**src/design/adc_status_params.svh**
```systemverilog
`ifndef ADC_STATUS_PARAMS_SVH
`define ADC_STATUS_PARAMS_SVH

// Register indices on the plain register port
`define ADDR_STATUS      4'h0
`define ADDR_CONTROL     4'h1
`define ADDR_OPTION      4'h2
`define ADDR_IRQ_STATUS  4'h3
`define ADDR_IRQ_MASK    4'h4
`define ADDR_PORT        4'h5

// analog_status_flags field positions
`define ST_RAMP_FLAG     7
`define ST_PAIR_FLAG     6
`define ST_RAMP_CLR      5
`define ST_PAIR_CLR      4
`define ST_OFFSET_EN     3
`define ST_ROUTE_EN      2
`define ST_RAMP_LIVE     1
`define ST_PAIR_LIVE     0

// analog_control_reg field positions
`define CT_CHARGE        7
`define CT_MODE_HI       6
`define CT_MODE_LO       5
`define CT_CAPTURE_CMP   4
`define CT_IRQ_EN        3
`define CT_RAMP_PWR      2
`define CT_PAIR_PWR      1
`define CT_SOURCE_EN     0

// Extra control register: hold bits and port bit 4 controls
`define PT_SAMPLE_HOLD   0
`define PT_DIFF_HOLD     1
`define PT_DIR4          2
`define PT_DATA4         3
`define PT_LEVEL         4

// Event interrupt status / mask bits
`define EV_RAMP          0
`define EV_PAIR          1

`define RESET_BYTE       8'h00

`endif

```
**src/design/adc_status_pkg.sv**
```systemverilog
package adc_status_pkg;

	typedef struct packed {
		logic [2:0] s;
	} sync3_t;

	typedef enum logic [1:0] {
		EV_IDLE_S = 2'b01,
		EV_HIGH_S = 2'b10
	} edge_state_t;

endpackage

```
**src/design/cmp_event_if.sv**
```systemverilog
`timescale 1ns/1ps
interface cmp_event_if;
	logic live;
	logic rise;
	modport producer (output live, output rise);
	modport consumer (input live, input rise);
endinterface

```
**src/design/cmp_edge_detect.sv**
```systemverilog
`timescale 1ns/1ps
`include "adc_status_params.svh"
module cmp_edge_detect
	import adc_status_pkg::*;
(
	input  wire logic         clk_i,
	input  wire logic         rst_b_i,
	input  wire logic         cmp_raw_i,
	input  wire logic         power_i,
	cmp_event_if.producer     ev
);
	typedef struct packed {
		sync3_t      sync;
		logic        live;
		edge_state_t st;
	} edge_reg_t;

	edge_reg_t q;
	edge_reg_t d;
	logic      agree;

	always_comb begin
		d     = q;
		agree = (q.sync.s[1] == q.sync.s[2]);
		// Powered-down comparator reads constant low
		d.sync.s = {q.sync.s[1:0], cmp_raw_i & power_i};
		if (!power_i) begin
			d.live = 1'b0;
		end else if (agree) begin
			d.live = q.sync.s[2];
		end
		// Track the registered level, so the rise pulse stands exactly one cycle
		unique case (q.st)
			EV_IDLE_S: if (q.live) d.st = EV_HIGH_S;
			EV_HIGH_S: if (!q.live) d.st = EV_IDLE_S;
		endcase
	end

	always_ff @(posedge clk_i) begin
		if (!rst_b_i) begin
			q <= '{sync: '{s: 3'h0}, live: 1'b0, st: EV_IDLE_S};
		end else begin
			q <= d;
		end
	end

	assign ev.live = q.live;
	// One pulse per low-to-high transition of the filtered output
	assign ev.rise = (q.st == EV_IDLE_S) && q.live;
endmodule // cmp_edge_detect

```
**src/design/adc_status_ctrl.sv**
```systemverilog
`timescale 1ns/1ps
`include "adc_status_params.svh"

// Behaviour
// - Whole analog status register clears to zero on device reset.
// - Rising edge of comparator 2 sets ramp_cmp_flag until cleared.
// - Rising edge of comparator 1 sets pair_cmp_flag until cleared.
// - Writing one to a clear strobe clears its flag; strobes read zero.
// - sample_offset_en acts and reads only while option_enable is set.
// - cmp_out_route_en acts and reads only while option_enable is set.
// - Offset control asserted only when enabled and both hold bits clear.
// - Either hold bit grounds capacitor bottom plate, overriding offset.
// - Routed port bit 4 output is OR of comparator 1, data and level.
// - ramp_cmp_live shows present comparator 2 output, zero when disabled.
// - pair_cmp_live shows present comparator 1 output, zero when disabled.
// - Charge/discharge controls affect ramp pin only with charge_source_en.
// - Clearing charge_source_en turns off charge and discharge at once.
// - With analog_irq_en set, either latched flag raises analog interrupt.
// - capture_from_cmp selects ramp_cmp_flag as timer capture trigger.
module adc_status_ctrl
	import adc_status_pkg::*;
(
	input  wire logic       clk_i,
	input  wire logic       rst_b_i,
	input  wire logic [3:0] addr_i,
	input  wire logic [7:0] wdata_i,
	input  wire logic       wr_i,
	input  wire logic       rd_i,
	output logic      [7:0] rdata_o,
	input  wire logic       ramp_cmp_raw_i,
	input  wire logic       pair_cmp_raw_i,
	input  wire logic       capture_pin_i,
	output logic            charge_on_o,
	output logic            discharge_on_o,
	output logic            ramp_cmp_pwr_o,
	output logic            pair_cmp_pwr_o,
	output logic            sample_offset_o,
	output logic            plate_ground_o,
	output logic            port_b_bit4_pin_o,
	output logic            port_b_bit4_pin_oe_o,
	output logic            capture_trig_o,
	output logic            analog_irq_o,
	output logic            irq_o
);
	typedef struct packed {
		logic       ramp_flag;
		logic       pair_flag;
		logic       offset_en;
		logic       route_en;
		logic [7:0] control;
		logic       option_enable;
		logic [4:0] port;
		logic [1:0] ev_status;
		logic [1:0] ev_mask;
		logic [7:0] rdata;
		logic       charge_on;
		logic       discharge_on;
		logic       sample_offset;
		logic       plate_ground;
		logic       pin_out;
		logic       pin_oe;
		logic       capture;
		logic       analog_irq;
		logic       irq;
	} state_t;

	state_t q;
	state_t d;

	cmp_event_if ramp_ev ();
	cmp_event_if pair_ev ();

	cmp_edge_detect u_ramp (
		.clk_i     (clk_i),
		.rst_b_i   (rst_b_i),
		.cmp_raw_i (ramp_cmp_raw_i),
		.power_i   (q.control[`CT_RAMP_PWR]),
		.ev        (ramp_ev)
	);

	cmp_edge_detect u_pair (
		.clk_i     (clk_i),
		.rst_b_i   (rst_b_i),
		.cmp_raw_i (pair_cmp_raw_i),
		.power_i   (q.control[`CT_PAIR_PWR]),
		.ev        (pair_ev)
	);

	function automatic logic [7:0] status_view(input state_t s, input logic rl, input logic pl);
		logic [7:0] v;
		v                = 8'h00;
		v[`ST_RAMP_FLAG] = s.ramp_flag;
		v[`ST_PAIR_FLAG] = s.pair_flag;
		v[`ST_OFFSET_EN] = s.offset_en & s.option_enable;
		v[`ST_ROUTE_EN]  = s.route_en & s.option_enable;
		v[`ST_RAMP_LIVE] = rl;
		v[`ST_PAIR_LIVE] = pl;
		return v; // Clear strobes read as zero
	endfunction

	logic wr_status;
	logic offset_eff;
	logic route_eff;
	logic src_en;
	logic held;

	always_comb begin
		d         = q;
		wr_status = wr_i && (addr_i == `ADDR_STATUS);

		// Clear first, then set: an edge in the same cycle wins
		if (wr_status && wdata_i[`ST_RAMP_CLR]) d.ramp_flag = 1'b0;
		if (wr_status && wdata_i[`ST_PAIR_CLR]) d.pair_flag = 1'b0;
		if (ramp_ev.rise) d.ramp_flag = 1'b1;
		if (pair_ev.rise) d.pair_flag = 1'b1;

		if (wr_status) begin
			d.offset_en = wdata_i[`ST_OFFSET_EN];
			d.route_en  = wdata_i[`ST_ROUTE_EN];
		end
		if (wr_i && addr_i == `ADDR_CONTROL) d.control = wdata_i;
		if (wr_i && addr_i == `ADDR_OPTION) d.option_enable = wdata_i[0];
		if (wr_i && addr_i == `ADDR_PORT) d.port = wdata_i[4:0];
		if (wr_i && addr_i == `ADDR_IRQ_MASK) d.ev_mask = wdata_i[1:0];
		if (wr_i && addr_i == `ADDR_IRQ_STATUS) d.ev_status = q.ev_status & ~wdata_i[1:0];
		// Sticky event bits; set beats write-one-clear
		if (ramp_ev.rise) d.ev_status[`EV_RAMP] = 1'b1;
		if (pair_ev.rise) d.ev_status[`EV_PAIR] = 1'b1;

		// Mode bits in control[6:5] are stored only; mode sequencing lives elsewhere
		src_en         = d.control[`CT_SOURCE_EN];
		d.charge_on    = src_en & d.control[`CT_CHARGE];
		d.discharge_on = src_en & ~d.control[`CT_CHARGE];

		offset_eff      = d.offset_en & d.option_enable;
		route_eff       = d.route_en & d.option_enable;
		held            = d.port[`PT_SAMPLE_HOLD] | d.port[`PT_DIFF_HOLD];
		d.plate_ground  = held | ~offset_eff;
		d.sample_offset = offset_eff & ~held;

		d.pin_oe  = d.port[`PT_DIR4];
		if (route_eff && d.port[`PT_DIR4]) begin
			d.pin_out = pair_ev.live | d.port[`PT_DATA4] | d.port[`PT_LEVEL];
		end else begin
			d.pin_out = d.port[`PT_DATA4];
		end

		// Flag, not the pin, feeds the capture path when selected
		d.capture = d.control[`CT_CAPTURE_CMP] ? d.ramp_flag : capture_pin_i;
		d.analog_irq = d.control[`CT_IRQ_EN] & (d.ramp_flag | d.pair_flag);
		d.irq        = |(d.ev_status & d.ev_mask);

		d.rdata = 8'h00;
		if (rd_i) begin
			unique case (addr_i)
				`ADDR_STATUS:     d.rdata = status_view(q, ramp_ev.live, pair_ev.live);
				`ADDR_CONTROL:    d.rdata = q.control;
				`ADDR_OPTION:     d.rdata = {7'h00, q.option_enable};
				`ADDR_IRQ_STATUS: d.rdata = {6'h00, q.ev_status};
				`ADDR_IRQ_MASK:   d.rdata = {6'h00, q.ev_mask};
				`ADDR_PORT:       d.rdata = {3'h0, q.port};
				default:          d.rdata = 8'h00;
			endcase
		end
	end

	always_ff @(posedge clk_i) begin
		if (!rst_b_i) begin
			q <= '0;
		end else begin
			q <= d;
		end
	end

	assign rdata_o              = q.rdata;
	assign charge_on_o          = q.charge_on;
	assign discharge_on_o       = q.discharge_on;
	assign ramp_cmp_pwr_o       = q.control[`CT_RAMP_PWR];
	assign pair_cmp_pwr_o       = q.control[`CT_PAIR_PWR];
	assign sample_offset_o      = q.sample_offset;
	assign plate_ground_o       = q.plate_ground;
	assign port_b_bit4_pin_o    = q.pin_out;
	assign port_b_bit4_pin_oe_o = q.pin_oe;
	assign capture_trig_o       = q.capture;
	assign analog_irq_o         = q.analog_irq;
	assign irq_o                = q.irq;
endmodule // adc_status_ctrl

```
**config.mk**
```make
export PLATFORM = sky130hd
export DESIGN_NAME = adc_status_ctrl
export DESIGN_NICKNAME = d
export VERILOG_FILES = /design/src/design/adc_status_pkg.sv /design/src/design/cmp_event_if.sv /design/src/design/cmp_edge_detect.sv /design/src/design/adc_status_ctrl.sv
export VERILOG_INCLUDE_DIRS = /design/src /design/src/design
export SDC_FILE = /design/constraint.sdc
export NUM_CORES = 1
export LEC_CHECK = 0
export BUFFER_PORTS_ARGS = -buffer_cell sky130_fd_sc_hd__buf_2
export CORE_MARGIN = 5
export CORE_UTILIZATION = 50
export CTS_BUF_LIST = sky130_fd_sc_hd__clkbuf_8
export CTS_CLUSTER_SIZE = 8
export DETAILED_ROUTE_END_ITERATION = 8
export PLACE_DENSITY = 0.73
export SETUP_SLACK_MARGIN = 0.02
export SYNTH_ARGS = -nofsm -noshare
export SYNTH_HDL_FRONTEND = slang
export SYNTH_HIERARCHICAL = 1
export SYNTH_SLANG_ARGS = --single-unit
```
**constraint.sdc**
```tcl
create_clock -name clk_i -period 2.1 [get_ports clk_i]
set_input_delay 0.315 -clock clk_i [delete_from_list [all_inputs] [get_ports clk_i]]
set_output_delay 0.315 -clock clk_i [all_outputs]
set_load 0.01 [all_outputs]
```
## Word-level counts from Yosys, hierarchy flattened

Cells that the tools add are included.

| word-level totals | value |
|---|---|
| register bits | 51 |
| input bits | 19 |
| output and inout bits | 19 |
| word-level logic and storage cells | 101 |

| cells by class | value |
|---|---|
| equality and inequality tests | 15 |
| multiplexer cells | 21 |
| bitwise operators | 21 |
| reductions and logical operators | 18 |

Operator list:

| operator | count |
|---|---|
| case mux 8 bit (6 select lines) | 1 |
| 2-to-1 mux 2 bit | 7 |
| logical AND 1 bit | 11 |
| bitwise AND 1 bit | 10 |
| AND reduction 2 bit | 5 |
| 2-to-1 mux 1 bit | 9 |
| == test 4 x 2 -> 1 bit (second input constant) | 2 |
| == test 4 x 3 -> 1 bit (second input constant) | 2 |
| 2-to-1 mux 8 bit | 1 |
| case mux 2 bit (2 select lines) | 2 |
| 2-to-1 mux 5 bit | 1 |
| OR 1 bit | 5 |
| bitwise AND 2 bit | 2 |
| == test 2 x 1 -> 1 bit (second input constant) | 2 |
| == test 2 bit (second input constant) | 2 |
| == test 4 x 1 -> 1 bit (second input constant) | 1 |
| zero test 4 bit | 1 |
| inequality test 2 x 1 -> 1 bit (second input constant) | 2 |
| inequality test 2 bit (second input constant) | 2 |
| inverter 1 bit | 3 |
| == test 1 bit | 2 |
| inverter 2 bit | 1 |
| OR reduction 2 bit | 1 |

## Longest topological paths before layout

| logic depth | value |
|---|---|
| depth after elaboration | 7 |
| mapped depth | 6 |
| mapped depth without buffers | 4 |

## Hierarchy

The synthesis kept the hierarchy.

Modules (own cells, without submodules):

| module | times used | cells an instance | area each (µm²) | seq. area each (µm²) |
|---|---|---|---|---|
| adc_status_ctrl | 1 | 174 | 1646.6 | 760.7 |
| cmp_edge_detect | 2 | 15 | 187.7 | 120.1 |

## Least setup slack after synthesis

OpenSTA, ideal clock, no wires.

| timing path | value |
|---|---|
| path type | input-to-reg |
| start point | input port addr_i[3] |
| end point | register q, in the netlist port_b_bit4_pin_o |
| setup time | 0.116 ns |
| data arrival time | 1.479 ns |
| data required time | 1.984 ns |
| setup slack | 0.505 ns |
| stages on the path | 5 |
| buffers on the path | 1 |
| cells stage by stage | buf_2 -> nand3b_1 -> nor2_4 -> mux2_2 -> a41o_1 |

| on the way | value |
|---|---|
| word-level cells in the longest chain between the ends | 6 |
| elaborated cells on any way between the ends | 14 |
| those cells by class | 2 x eq/ne; 4 x mux; 3 x bitwise; 5 x reduce/logical |

RTL lines:

| item | line | text |
|---|---|---|
| start: declaration | adc_status_ctrl.sv:25 | `input wire logic [3:0] addr_i,` |
| == test 4 x 3 -> 1 bit (tied with other cells) | -- |  |
| logical AND 1 bit, on equally long branches | -- |  |
| 2-to-1 mux 5 bit (tied with other cells) | adc_status_ctrl.sv:123 | `` if (wr_i && addr_i == `ADDR_PORT) d.port = wdata_i[4:0]; `` |
| OR 1 bit / bitwise AND 1 bit (equally long branches) | adc_status_ctrl.sv:143, adc_status_ctrl.sv:136 |  |
| OR 1 bit / logical AND 1 bit (equally long branches) | adc_status_ctrl.sv:143, adc_status_ctrl.sv:142 |  |
| 2-to-1 mux 1 bit (*) | adc_status_ctrl.sv:142 | `` if (route_eff && d.port[`PT_DIR4]) begin `` |
| end signal: assignment | adc_status_ctrl.sv:169 | `q <= '0;` |
| end signal: assignment | adc_status_ctrl.sv:171 | `q <= d;` |
| end: declaration | adc_status_ctrl.sv:67 | `state_t q;` |

Every way passes the cells marked *; elsewhere a longest branch is shown, timed or not.
A chain may end at the register's enable or synchronous reset.

## Final worst setup path

| timing path | value |
|---|---|
| start point | input port addr_i[2] |
| end point | register q, in the netlist port_b_bit4_pin_o |

The elaborated chain is that of the path after synthesis.

==> results.json <==
{
  "status": "complete, no violations",
  "synth.distinct_cells": 42,
  "cellLeakagePower_nw": 1.01,
  "worstMarginPinSlew_ns": 0.337,
  "yosys_most_used_dff": "dfxtp_1",
  "yosysSeqAreaShare": 0.495,
  "cts.clk_slew.worst_paths_ns": 0.09,
  "yosysWarnings": 6,
  "fin_util": 0.583,
  "drive_gt1_frac": 0.279,
  "nets": 258,
  "antenna_found_initial": 0,
  "grt_setup_unrepaired": "no",
  "synth_top_area_frac": 0.495,
  "start_util": 0.509,
  "dieWidth_um": 73.6,
  "synthToLayoutAreaGrowth_pct": 14.5,
  "path_cells": "buf_2, nand3b_1, nor2_4, mux2_2, a41o_1",
  "insertion_delay_ns": 0.30,
  "wire_per_inst_um": 14.5,
  "cts.path.max_buffers": 2,
  "clockPowerShare": 0.345,
  "crit_path_top_delay_cell": "mux2_2",
  "grt_pass1_vias": 1435,
  "end_kind": "register",
  "synth_area_mm2": 0.00202,
  "htree_levels": 2,
  "hold_buffers": 0,
  "setup_viol": 0,
  "grt_pass1_wl_mm": 6.89,
  "ir_drop_v": 0.000406,
  "arrival_ns": 1.71,
  "power_frac_seq": 0.587,
  "max_freq_ghz": 0.661,
  "gp_congestion": 0.944,
  "wl_mm": 4.21,
  "netlist_instances": 204,
  "viasPerCell": 5.32,
  "dieHeight_um": 73.6,
  "vias": 1544,
  "place_inst": 282,
  "cpPeakStageDelay_ns": 0.36,
  "worst_setup_path_start_kind": "primary input",
  "diodes": 0,
  "ys_async_sr_fraction": 0,
  "stdcell_count": 290,
  "hold_path_class": "in2reg",
  "clkSinkCount": 50,
  "path_max_fanout": 14,
  "worst_ep_required_time_ns": 2.30,
  "dieArea_mm2": 0.00542,
  "p_total_w": 0.00163,
  "ys_ff_latch": 50,
  "core-area_mm2": 0.00397,
  "grt_max_degree": 17,
  "drtPass1Iterations": 4,
  "syn_avg_cell_area_um2": 9.91,
  "skew_ns": 0.00375,
  "hold_viol_final": 0,
  "combPwrFrac": 0.068,
  "fin_tns_setup_ns": 0,
  "drv_cap": 0,
  "dpl.hpwl_mm": 3.24,
  "core.rowCount": 23,
  "drt-initial-drc-count": 109,
  "ios": 38,
  "synth_top_area_cell": "dfxtp_1",
  "period_minus_slack_ns": 1.51,
  "postCtsSetupBuffers": 0,
  "power.density_mw_per_mm2": 705,
  "synth_area_leaders": "dfxtp_1 50%, mux2i_1 6.4%, a21oi_1 3.7%, nor2_1 3.3%, buf_4 3.0%",
  "drc": 0,
  "numCtsBuffers": 5,
  "cts_resized": 0,
  "swShare": 0.226,
  "track_usage": 0.169,
  "placed_cell_area_mm2": 0.00222,
  "cts_tree": "done",
  "port_buffers": 37,
  "drtAntennaViolNets": 0,
  "drv_slew": 0,
  "fin_crit_sh": 0.720,
  "path_class": "in2reg",
  "maxSlewHeadroom": 0.776,
  "cts-root-buf": "clkbuf_8",
  "synth_edf_count": 0,
  "p_int_w": 0.00126,
  "stdcell_area_mm2": 0.00231,
  "synthesis.nets": 223,
  "p_sw_w": 0.000369,
  "grt-ovfl-total": 0
}
## cell families (layout without fill, tap and decap cells)
logic type                 count (synthesis)  count (layout)  share of synthesized area
adders and majority gates                  2               2                     0.0111
DFF                                       50              50                      0.495
AOI/OAI and AO/OA                         37              37                      0.115
xor gates and xnor gates                   2               2                    0.00866
and+or+nand+nor                           77              77                      0.214
muxes                                     19              19                      0.103
buffers and inverters                     17              53                     0.0526
## final timing paths
check	from	endpoint	slack [ns]	cells past startpoint
max	addr_i[2]	port_b_bit4_pin_o$_SDFF_PN0_	0.59	5
min	pair_cmp_raw_i	u_pair/d[4]$_SDFF_PN0_	0.25	2
max reg2reg	u_ramp/q[1]$_SDFFE_PN0P_	irq_o$_SDFF_PN0_	0.90	4
min reg2reg	q[32]$_SDFFE_PN0N_	rdata_o[5]$_SDFF_PN0_	0.43	2
## per-stage QoR
stage / setup slack [ns] / hold slack (ns)
2_1_floorplan: 0.505 / 0.391
3_3_place_gp: 0.329 / 0.413
3_5_place_dp: 0.292 / 0.420
4_1_cts: 0.625 / 0.240
5_1_grt: 0.534 / 0.247
6_report: 0.587 / 0.249
## power by group through the flow
stage | Sequential (W) | Clock, W | Combinational [W]
after floorplan | 0.000981 | 0 | 0.0000590
after global placement | 0.000981 | 0 | 0.000109
after detailed placement | 0.000981 | 0 | 0.000109
after CTS | 0.000958 | 0.000583 | 0.000110
after global routing | 0.000960 | 0.000625 | 0.000121
final | 0.000958 | 0.000563 | 0.000111
## flip-flops by register name, summed over array words and instances, names as in the netlist
name,count
charge_on_o,1
analog_irq_o,1
u_ramp/d,2
port_b_bit4_pin_o,1
q,20
u_pair/d,2
discharge_on_o,1
ramp_cmp_pwr_o,1
rdata_o,8
plate_ground_o,1
u_ramp/ev.live,1
u_pair/q,3
pair_cmp_pwr_o,1
u_pair/ev.live,1
irq_o,1
u_ramp/q,3
sample_offset_o,1
capture_trig_o,1
## area by class of cell
class / instances / area (um2)
clock buffers: 6 / 82.6
clock inverters: 2 / 12.5
fillers: 359 / 1660
inverters: 1 / 3.75
multi-input cells: 137 / 915
flip-flops and latches: 50 / 1000
well taps: 50 / 62.6
repair buffers: 44 / 238
## synth_stat cells (2+ instances only)
| library cell | instances |
|---|---|
| maj3_2 | 2 |
| nor3_1 | 2 |
| mux2_2 | 5 |
| buf_2 | 4 |
| xnor2_1 | 2 |
| and3b_1 | 2 |
| nand2b_1 | 2 |
| o21ai_0 | 7 |
| a211oi_1 | 3 |
| dfxtp_1 | 50 |
| mux2i_1 | 13 |
| and3b_2 | 2 |
| nand2_1 | 15 |
| nor2_1 | 18 |
| a21o_1 | 2 |
| and3_1 | 6 |
| o21a_1 | 2 |
| nor2b_1 | 3 |
| nand3_1 | 9 |
| buf_4 | 8 |
| and2_1 | 9 |
| nor4_1 | 2 |
| a21oi_1 | 15 |
| clkbuf_1 | 3 |
## metal layers
layer / wire length, um / vias to the layer above / share of wire / global-route usage
met4: 36 / 0 / 0.0086 / 0.0604
met1: 1860 / 711 / 0.44 / 0.227
met3: 306 / 2 / 0.073 / 0.0424
li1: - / 780 / - / -
met5: 0 / - / 0 / 0
met2: 2010 / 51 / 0.48 / 0.262
## critical path, delay by kind of cell
family	cells	cell delay [ns]
buffers and inverters	1	0.28
AOI/OAI and AO/OA	1	0.22
muxes	1	0.36
and+or+nand+nor	2	0.53
## cell usage in the layout (no fill, tap or decap), drive strengths merged, types with 6 or more instances in the layout
| cell | instances |
|---|---|
| dfxtp | 50 |
| buf | 44 |
| nor2 | 19 |
| nand2 | 15 |
| a21oi | 15 |
| mux2i | 13 |
| nand3 | 9 |
| and2 | 9 |
| o21ai | 7 |
| and3 | 6 |
| clkbuf | 6 |
Power figures use the tool's default switching activity.
